[src/brownout_consts.vh]
`ifndef BROWNOUT_CONSTS_VH
`define BROWNOUT_CONSTS_VH
// ==========================================
// register offsets
`define OFS_POR_DISABLE   8'h60
`define OFS_BOD_CONTROL   8'h64
`define OFS_BOD_STATUS    8'h68
`define OFS_VREF_CONTROL  8'h6C
// ==========================================
// reset values and keys
`define POR_DISABLE_KEY   16'h5AA5
`define POR_DISABLE_RST   16'h0000
`define VREF_CONTROL_RST  32'h00000700
`define VREF_CONTROL_MASK 32'h00000F1F
// ==========================================
// control field positions
`define CTL_HIGH_TRIM_HI  23
`define CTL_HIGH_TRIM_LO  20
`define CTL_MID_TRIM_HI   19
`define CTL_MID_TRIM_LO   16
`define CTL_LOW_TRIM_HI   15
`define CTL_LOW_TRIM_LO   12
`define CTL_IRQ_EN_HI     10
`define CTL_IRQ_EN_LO     8
`define CTL_RST_EN_HI     6
`define CTL_RST_EN_LO     4
`define CTL_HIGH_DET_EN   2
`define CTL_MID_DET_EN    1
`define CTL_LOW_DET_EN    0
`define TRIM_RST          4'h0
// ==========================================
// status field positions
`define STS_LIVE_HI       10
`define STS_LIVE_LO       8
`define STS_RISE_HI       6
`define STS_RISE_LO       4
`define STS_DROP_HI       3
`define STS_DROP_LO       1
`define STS_EVENT         0
// user config word zero bit positions
`define CFG0_BOD_HI       20
`define CFG0_BOD_LO       19
`endif

[src/brownout_por_control.v]
`timescale 1ns/1ps
`default_nettype none
`include "brownout_consts.vh"
// Notes on behaviour
// - key 5AA5 suppresses power-on reset
// - other chip resets clear the key
// - protected fields ignore writes while locked
// - three 4-bit trims drive the detectors
// - per-level interrupt enables bits 10..8
// - per-level reset enables bits 6..4
// - reset enables, low detector from config
// - low reset forced on when detector off
// - bit 2 enables the high detector
// - mid enable clear only in power-down
// - low detector always on outside power-down
// - low enable reads actual detector activity
// - live status mirrors comparator outputs
// - sticky rise flags, write one clears
// - sticky drop flags, write one clears
// - event flag on enabled crossing, w1c
module brownout_por_control (
    input  wire        i_clk,
    input  wire        i_rst,
    input  wire        i_other_chip_reset,
    input  wire        i_unlocked,
    input  wire        i_power_down,
    input  wire [1:0]  i_cfg0_bod,
    input  wire [7:0]  i_addr,
    input  wire [31:0] i_wdata,
    input  wire        i_wr,
    input  wire        i_rd,
    input  wire [2:0]  i_det_above,
    input  wire        i_por_raw,
    output reg  [31:0] o_rdata,
    output wire        o_por_reset,
    output wire [3:0]  o_high_trim,
    output wire [3:0]  o_mid_trim,
    output wire [3:0]  o_low_trim,
    output wire [2:0]  o_det_on,
    output wire        o_bod_reset,
    output wire        o_irq
);
    reg  [15:0] power_on_reset_disable_key;
    reg  [3:0]  high_level_threshold_trim;
    reg  [3:0]  mid_level_threshold_trim;
    reg  [3:0]  low_level_threshold_trim;
    reg  [2:0]  irq_enable;
    reg  [2:0]  reset_enable;
    reg         high_level_detector_enable;
    reg         mid_level_detector_enable;
    reg         low_level_detector_enable;
    reg  [2:0]  rise_flag;
    reg  [2:0]  drop_flag;
    reg         brownout_event_flag;
    reg  [31:0] vref_control;
    reg         cfg_loaded;
    reg         por_meta;
    reg         por_sync;
    wire [2:0]  live;
    wire [2:0]  rise_evt;
    wire [2:0]  fall_evt;
    wire [2:0]  det_active;
    wire [2:0]  reset_gate;
    wire        wr_por;
    wire        wr_ctl;
    wire        wr_sts;
    wire        wr_vref;
    wire [2:0]  clr_rise;
    wire [2:0]  clr_drop;
    wire        clr_event;
    wire        any_crossing;
    reg  [31:0] next_rdata;

    // ==========================================
    // detector synchronisers, one per level
    genvar g;
    generate
        for (g = 0; g < 3; g = g + 1) begin : gen_sync
            level_edge_sync u_sync (
                .i_clk   (i_clk),
                .i_rst   (i_rst),
                .i_async (i_det_above[g]),
                .o_level (live[g]),
                .o_rise  (rise_evt[g]),
                .o_fall  (fall_evt[g])
            );
        end
    endgenerate

    // ==========================================
    // write decode
    assign wr_por  = i_wr & i_unlocked & (i_addr == `OFS_POR_DISABLE);
    assign wr_ctl  = i_wr & i_unlocked & (i_addr == `OFS_BOD_CONTROL);
    assign wr_vref = i_wr & i_unlocked & (i_addr == `OFS_VREF_CONTROL);
    // status flags are plain write-one-clear, not protected
    assign wr_sts  = i_wr & (i_addr == `OFS_BOD_STATUS);
    assign clr_rise  = wr_sts ? i_wdata[`STS_RISE_HI:`STS_RISE_LO] : 3'h0;
    assign clr_drop  = wr_sts ? i_wdata[`STS_DROP_HI:`STS_DROP_LO] : 3'h0;
    assign clr_event = wr_sts & i_wdata[`STS_EVENT];

    // ==========================================
    // power-on reset disable key
    always @(posedge i_clk or posedge i_rst) begin
        if (i_rst) begin
            power_on_reset_disable_key <= `POR_DISABLE_RST;
        end else if (i_other_chip_reset) begin
            power_on_reset_disable_key <= `POR_DISABLE_RST;
        end else if (wr_por) begin
            power_on_reset_disable_key <= i_wdata[15:0];
        end
    end

    // raw power-on pulse comes from the analog domain
    always @(posedge i_clk or posedge i_rst) begin
        if (i_rst) begin
            por_meta <= 1'b0;
            por_sync <= 1'b0;
        end else begin
            por_meta <= i_por_raw;
            por_sync <= por_meta;
        end
    end
    assign o_por_reset = por_sync &
        (power_on_reset_disable_key != `POR_DISABLE_KEY);

    // ==========================================
    // brown-out control
    always @(posedge i_clk or posedge i_rst) begin
        if (i_rst) begin
            high_level_threshold_trim  <= `TRIM_RST;
            mid_level_threshold_trim   <= `TRIM_RST;
            low_level_threshold_trim   <= `TRIM_RST;
            irq_enable                 <= 3'h0;
            reset_enable               <= 3'h0;
            high_level_detector_enable <= 1'b0;
            mid_level_detector_enable  <= 1'b1;
            low_level_detector_enable  <= 1'b0;
            cfg_loaded                 <= 1'b0;
        end else begin
            if (!cfg_loaded) begin
                // strap taken by a clock edge after reset release
                cfg_loaded   <= 1'b1;
                reset_enable <= {3{i_cfg0_bod[1]}};
                low_level_detector_enable <= i_cfg0_bod[0];
            end else if (wr_ctl) begin
                high_level_threshold_trim <=
                    i_wdata[`CTL_HIGH_TRIM_HI:`CTL_HIGH_TRIM_LO];
                mid_level_threshold_trim <=
                    i_wdata[`CTL_MID_TRIM_HI:`CTL_MID_TRIM_LO];
                low_level_threshold_trim <=
                    i_wdata[`CTL_LOW_TRIM_HI:`CTL_LOW_TRIM_LO];
                irq_enable <= i_wdata[`CTL_IRQ_EN_HI:`CTL_IRQ_EN_LO];
                reset_enable <= i_wdata[`CTL_RST_EN_HI:`CTL_RST_EN_LO];
                high_level_detector_enable <=
                    i_wdata[`CTL_HIGH_DET_EN];
                low_level_detector_enable <= i_wdata[`CTL_LOW_DET_EN];
            end
            // outside power-down hardware forces the mid enable back on
            if (!i_power_down) begin
                mid_level_detector_enable <= 1'b1;
            end else if (cfg_loaded && wr_ctl) begin
                mid_level_detector_enable <= i_wdata[`CTL_MID_DET_EN];
            end
        end
    end

    assign o_high_trim = high_level_threshold_trim;
    assign o_mid_trim  = mid_level_threshold_trim;
    assign o_low_trim  = low_level_threshold_trim;

    assign det_active[2] = high_level_detector_enable;
    assign det_active[1] = mid_level_detector_enable;
    assign det_active[0] = ~i_power_down | low_level_detector_enable;
    assign o_det_on = det_active;

    // ==========================================
    // reset requests
    assign reset_gate[2] = reset_enable[2];
    assign reset_gate[1] = reset_enable[1];
    assign reset_gate[0] = ~low_level_detector_enable |
                           reset_enable[0];
    // level request while below an armed threshold, not just at the edge,
    // so the reset stays asserted for as long as the supply is low
    assign o_bod_reset = |(reset_gate & det_active & ~live & {3{cfg_loaded}});

    // ==========================================
    // sticky flags, set wins over clear
    assign any_crossing = |((rise_evt | fall_evt) & irq_enable & det_active);
    always @(posedge i_clk or posedge i_rst) begin
        if (i_rst) begin
            rise_flag           <= 3'h0;
            drop_flag           <= 3'h0;
            brownout_event_flag <= 1'b0;
        end else begin
            rise_flag <= (rise_flag & ~clr_rise) | rise_evt;
            drop_flag <= (drop_flag & ~clr_drop) | fall_evt;
            brownout_event_flag <= (brownout_event_flag & ~clr_event) |
                                   any_crossing;
        end
    end
    assign o_irq = brownout_event_flag;

    // ==========================================
    // reference control, storage only
    always @(posedge i_clk or posedge i_rst) begin
        if (i_rst) begin
            vref_control <= `VREF_CONTROL_RST;
        end else if (wr_vref) begin
            vref_control <= i_wdata & `VREF_CONTROL_MASK;
        end
    end

    // ==========================================
    // read path, data one cycle after the strobe
    always @* begin
        next_rdata = 32'h00000000;
        case (i_addr)
            `OFS_POR_DISABLE: begin
                next_rdata[15:0] = power_on_reset_disable_key;
            end
            `OFS_BOD_CONTROL: begin
                next_rdata[`CTL_HIGH_TRIM_HI:`CTL_HIGH_TRIM_LO] =
                    high_level_threshold_trim;
                next_rdata[`CTL_MID_TRIM_HI:`CTL_MID_TRIM_LO] =
                    mid_level_threshold_trim;
                next_rdata[`CTL_LOW_TRIM_HI:`CTL_LOW_TRIM_LO] =
                    low_level_threshold_trim;
                next_rdata[`CTL_IRQ_EN_HI:`CTL_IRQ_EN_LO] = irq_enable;
                next_rdata[`CTL_RST_EN_HI:`CTL_RST_EN_LO] = reset_enable;
                next_rdata[`CTL_HIGH_DET_EN] = high_level_detector_enable;
                next_rdata[`CTL_MID_DET_EN]  = mid_level_detector_enable;
                next_rdata[`CTL_LOW_DET_EN]  = det_active[0];
            end
            `OFS_BOD_STATUS: begin
                next_rdata[`STS_LIVE_HI:`STS_LIVE_LO] = live;
                next_rdata[`STS_RISE_HI:`STS_RISE_LO] = rise_flag;
                next_rdata[`STS_DROP_HI:`STS_DROP_LO] = drop_flag;
                next_rdata[`STS_EVENT] = brownout_event_flag;
            end
            `OFS_VREF_CONTROL: begin
                next_rdata = vref_control;
            end
            default: begin
                next_rdata = 32'h00000000;
            end
        endcase
    end

    always @(posedge i_clk or posedge i_rst) begin
        if (i_rst) begin
            o_rdata <= 32'h00000000;
        end else if (i_rd) begin
            o_rdata <= next_rdata;
        end else begin
            o_rdata <= 32'h00000000;
        end
    end
endmodule
`default_nettype wire

[src/level_edge_sync.v]
`timescale 1ns/1ps
`default_nettype none
module level_edge_sync (
    input  wire i_clk,
    input  wire i_rst,
    input  wire i_async,
    output wire o_level,
    output wire o_rise,
    output wire o_fall
);
    reg       meta;
    reg       sync;
    reg       prev;
    reg [1:0] settle;
    wire      edge_ok;

    // ==========================================
    // two-stage synchroniser, edge detect on the second stage only
    always @(posedge i_clk or posedge i_rst) begin
        if (i_rst) begin
            meta   <= 1'b0;
            sync   <= 1'b0;
            prev   <= 1'b0;
            settle <= 2'h0;
        end else begin
            meta <= i_async;
            sync <= meta;
            prev <= sync;
            if (settle != 2'h3) begin
                settle <= settle + 2'h1;
            end
        end
    end

    // the pipe resets low while a healthy supply idles high: hold off
    // edges until prev carries a real sample, else every reset would
    // leave a false rise flag behind
    assign edge_ok = (settle == 2'h3);
    assign o_level = sync;
    assign o_rise  = edge_ok & sync & ~prev;
    assign o_fall  = edge_ok & ~sync & prev;
endmodule
`default_nettype wire

[config.mk]
export PLATFORM = sky130hd
export DESIGN_NAME = brownout_por_control
export DESIGN_NICKNAME = d
export VERILOG_FILES = /design/src/brownout_por_control.v /design/src/level_edge_sync.v
export VERILOG_INCLUDE_DIRS = /design/src
export SDC_FILE = /design/constraint.sdc
export NUM_CORES = 1
export LEC_CHECK = 0
export ABC_AREA = 1
export BUFFER_PORTS_ARGS = -buffer_cell sky130_fd_sc_hd__buf_2
export CAP_MARGIN = 10
export CORE_MARGIN = 4
export CORE_UTILIZATION = 40
export CTS_BUF_LIST = sky130_fd_sc_hd__clkbuf_2 sky130_fd_sc_hd__clkbuf_4 sky130_fd_sc_hd__clkbuf_8
export DETAILED_ROUTE_END_ITERATION = 6
export GPL_ROUTABILITY_DRIVEN = 0
export SYNTH_ARGS = -nofsm -noshare
export SYNTH_HDL_FRONTEND = slang
export SYNTH_SLANG_ARGS = --single-unit
[constraint.sdc]
create_clock -name i_clk -period 3.4 [get_ports i_clk]
set_input_delay 0.85 -clock i_clk [delete_from_list [all_inputs] [get_ports i_clk]]
set_output_delay 0.85 -clock i_clk [all_outputs]
set_load 0.02 [all_outputs]
Word level (Yosys, flattened, before mapping) --
Index checks and enable logic that the tools add are counted.
Storage, ports and cells: bits in registers 103, output and inout bits 50
Operators by class: add/subtract/negate cells 3, equal/unequal tests 13, muxes and demuxes 19, bitwise operators 45, reductions and logical operators 5
Operators with widths (count):
- 3-bit case mux with 4 select lines | 3
- 8-bit by 7-bit equality test with 1-bit output (second input constant) | 4
- 16-bit 2-to-1 mux | 2
- 24-bit 2-to-1 mux | 1
- 3-bit AND | 7
- 1-bit AND | 20
- 16-bit by 15-bit inequality test with 1-bit output (second input constant) | 1
- 3-bit 2-to-1 mux | 4
- 1-bit NOT | 9
- 3-bit NOT | 3
- 3-bit OR | 3
- 8-bit 2-to-1 mux | 1
- 4-bit case mux with 2 select lines | 1
- 2-bit by 1-bit adder with 2-bit output (second input constant) | 3
- 2-bit equality test (second input constant) | 3
- 2-bit inequality test (second input constant) | 3
- 3-bit OR reduction | 2
- 1-bit 2-to-1 mux | 5
- 2-bit by 1-bit inequality test with 1-bit output (second input constant) | 2
- 1-bit OR | 3
- 1-bit case mux with 3 select lines | 1
- 1-bit case mux with 2 select lines | 1
- 2-bit AND reduction | 1
- 2-bit nonzero test | 1
- 1-bit logical AND | 1

Longest topological paths before layout --
depth after elaboration 8, gate-level depth with buffers 9, gate-level depth less buffers 8

Modules after synthesis --
A second synthesis with hierarchy kept.
Unflattened totals: cells, all modules 510, area total of the unflattened synthesis 4349.2 µm²
By module, submodules not included:
- brownout_por_control | instances 1, cells an instance 453, area an instance 3789.9 µm², seq. area each 2006.9 µm²
- level_edge_sync | instances 3, cells an instance 19, area an instance 186.4 µm², seq. area each 125.1 µm²

Worst setup path after synthesis --
No wires, ideal clock.
path type input -> output, from in i_power_down, to out o_bod_reset, arrival 1557 ps, required time 2550 ps, slack 993 ps, stages 3, buffers on the path 0, cells stage by stage nand2_1 > o211ai_1 > a31oi_1
Between the ends: longest elaborated chain between the ends 6
RTL lines:
- from (decl) | line brownout_por_control.v:26 | input wire i_power_down,
- 1-bit NOT | line brownout_por_control.v:173 | assign det_active[0] = ~i_power_down | low_level_detector_enable;
- 1-bit OR | line brownout_por_control.v:173
- 3-bit AND (3 in series) | line brownout_por_control.v:184 | assign o_bod_reset = |(reset_gate & det_active & ~live & {3{cfg_loaded}});
- 3-bit OR reduction | line brownout_por_control.v:184
- to (decl) | line brownout_por_control.v:40 | output wire o_bod_reset,
Every way passes these cells.

Final worst setup path --
Same ends and word-level chain as after synthesis.

==> metrics.csv <==
metric,value,unit
cts_setup_buffers,0,
grt_use_total,0.1701,
portBuffers,86,
dp_worst_setup_slack,0.9924,ns
p_per_area,418.4,nW/um2
totalWireLength,10.06,mm
worstRegToRegCells,3,
power,2.105,mW
crit_required,2.55,ns
netlist_instances,478,
synth_largest_area_cell,dfrtp_1,
period_minus_slack,2.438,ns
drive_gt1_frac,0.2681,
yosysUniqueCellTypes,32,
dieArea,12580,um2
dr.first_iter.drc_count,196,
grt_pass1_wl,16.92,mm
r2r_setup_slack,1.94,ns
grt_max_degree,38,
cp_top_family,buffers and inverters,
synth_top_area_frac,0.5249,
slew_viol_final,0,
fin_ws,0.9620,ns
cap_violations,0,
hp-class,flip-flop to flip-flop,
slowest_delay,0.20,ns
synth_area_per_cell,9.075,um2
finalSetupTns,0,ns
final_common_cell,nand2_1,
h-tree-depth,3,
end_kind,output pin,
postSynth.asyncResetShare,1.000,
grt_pass1_vias,3421,
cpMaxStageDelayCell,buf_2,
nNetsFinal,618,
final_hold_viol_count,0,
layout_worst_path_cycle_share,0.7171,
fp.dieH,112.1,um
synth_seq_cells,95,
wl_per_cell,14.31,um
holdPathEnd,gen_sync[2].u_sync.o_level,
netlist_area,4338,um2
synthTopCellsByArea,"dfrtp_1, nand2_1, nand3_1, inv_1, o21ai_2",
grt_overflow_total,0,
ys_seq_area_frac,0.5492,
status,completed,
ir_drop,0.2809,mV
rsz0062_at_grt,false,
cpMostUsedCell,buf_2,
ys_warn_count,0,
core,10460,um2
ctsHoldBuffers,0,
cp.buffers_inverters,2,
hold_path_depth,0,
antenna_found_initial,0,
clkLatencyLatePin,0.37,ns
cp_cell_sequence,buf_2 > nand2_1 > o211ai_1 > a31oi_1 > buf_2,
synth_ff_type,dfrtp_1,
dr.pass1.iters,4,
vias,3371,
cts_resized,0,
rows,37,
post-route-drc-count,0,
instances_no_fill,703,
max_clock_freq,0.4102,GHz
design_area,5031,um2
p_leak,2.708,nW
min_from,gen_sync[2].u_sync.meta,
setup.worst_path.start_class,input pin,
place_area,4818,um2
arrival,1.59,ns
via_per_inst,4.795,
layout_common_cells,"nand2_1, dfrtp_1, buf_2",
cts_buffers,9,
slew_headroom,0.5916,
clockBufferDepth,2,
final_antenna_net_count,0,
r2r-end,o_mid_trim[0],
initial_core_util,0.4146,
cts_tree,done,
antennaDiodeCount,0,
crit_fanout,4,
timing.rr.start,cfg_loaded,
clock_tree.root_cell,clkbuf_8,
area_delta_synth_final,15.98,%
worst_pin_slew,0.6119,ns
place_hpwl,7.525,mm
cts_sinks,95,
skew,0.007367,ns
setup_viol,0,
dp_cells,687,
fp.dieW,112.1,um
worstSetupPathType,input pin to output pin,
top_level_ports,103,
synth_edf_count,0,
path_clk_slew,0.08,ns
[flip-flops by register name, indices dropped and copies added (netlist names), 4 cells and up]
register / cells
o_low_trim: 4
o_high_trim: 4
vref_control: 9
power_on_reset_disable_key: 16
o_mid_trim: 4
gen_sync.u_sync.settle: 6
o_rdata: 24
[worst max path at each step]
stage                                              from           to  depth (start not counted)
final                                      i_power_down  o_bod_reset                          5
after global routing      power_on_reset_disable_key[3]  o_por_reset                          5
after CTS                                  i_power_down  o_bod_reset                          5
after detailed placement                   i_power_down  o_bod_reset                          5
after global placement                     i_power_down  o_bod_reset                          5
after floorplan                                   i_rst   cfg_loaded                          1
[cell families (layout without fill, tap and decap cells)]
| logic type | Yosys count | after routing | synth area share |
|---|---|---|---|
| multiplexers | 3 | 3 | 0.007787 |
| other | 2 | 9 | 0.001731 |
| XOR/XNOR | 3 | 3 | 0.006058 |
| AO/OA/AOI/OAI | 31 | 31 | 0.05423 |
| flip-flops | 95 | 95 | 0.5492 |
| buffers and inverters | 77 | 159 | 0.09057 |
| adder cells (fa/ha/maj) | 3 | 3 | 0.008654 |
| AND/OR/NAND/NOR | 264 | 264 | 0.2818 |
[per-layer routing]
layer	global-route usage	share of wire	wire [um]
met2	0.2706	0.47	4690
met5	0	0	0
met4	0.05769	0.019	192
met1	0.2234	0.45	4549
met3	0.04960	0.063	630
[per-stage QoR]
stage,hold slack [ns],utilization
after floorplan,0.3312,-
after global placement,0.3332,0.4605
after detailed placement,0.3372,0.4605
after CTS,0.3582,0.4809
after global routing,0.3617,0.4809
final,0.3546,0.4809
[synth_stat cells, types with 3 or more instances]
master / instances
buf_4: 12
nand2_2: 6
nand2_1: 130
o21ai_0: 6
mux2_2: 3
xnor2_1: 3
dfstp_2: 4
nand3_1: 76
o21a_1: 4
nor2_1: 31
nand4_1: 5
ha_1: 3
nor2_2: 3
buf_2: 5
nor2_4: 5
o21ai_2: 17
inv_1: 48
dfrtp_1: 91
buf_6: 7
[layout make-up]
type                            count  area [um2]
Sequential cell                    95        2382
Inverter                           52       196.4
Clock inverter                      3       40.04
Timing Repair Buffer               91       480.5
Clock buffer                       13       172.7
Multi-Input combinational cell    313        1589
Fill cell                        1049        5431
Tap cell                          136       170.2
[power by group]
part	switching (mW)	internal [mW]
combinational	0.107	0.0462
clock	0.380	0.406
sequential	0.0157	1.15
Power figures use the tool's default switching activity.
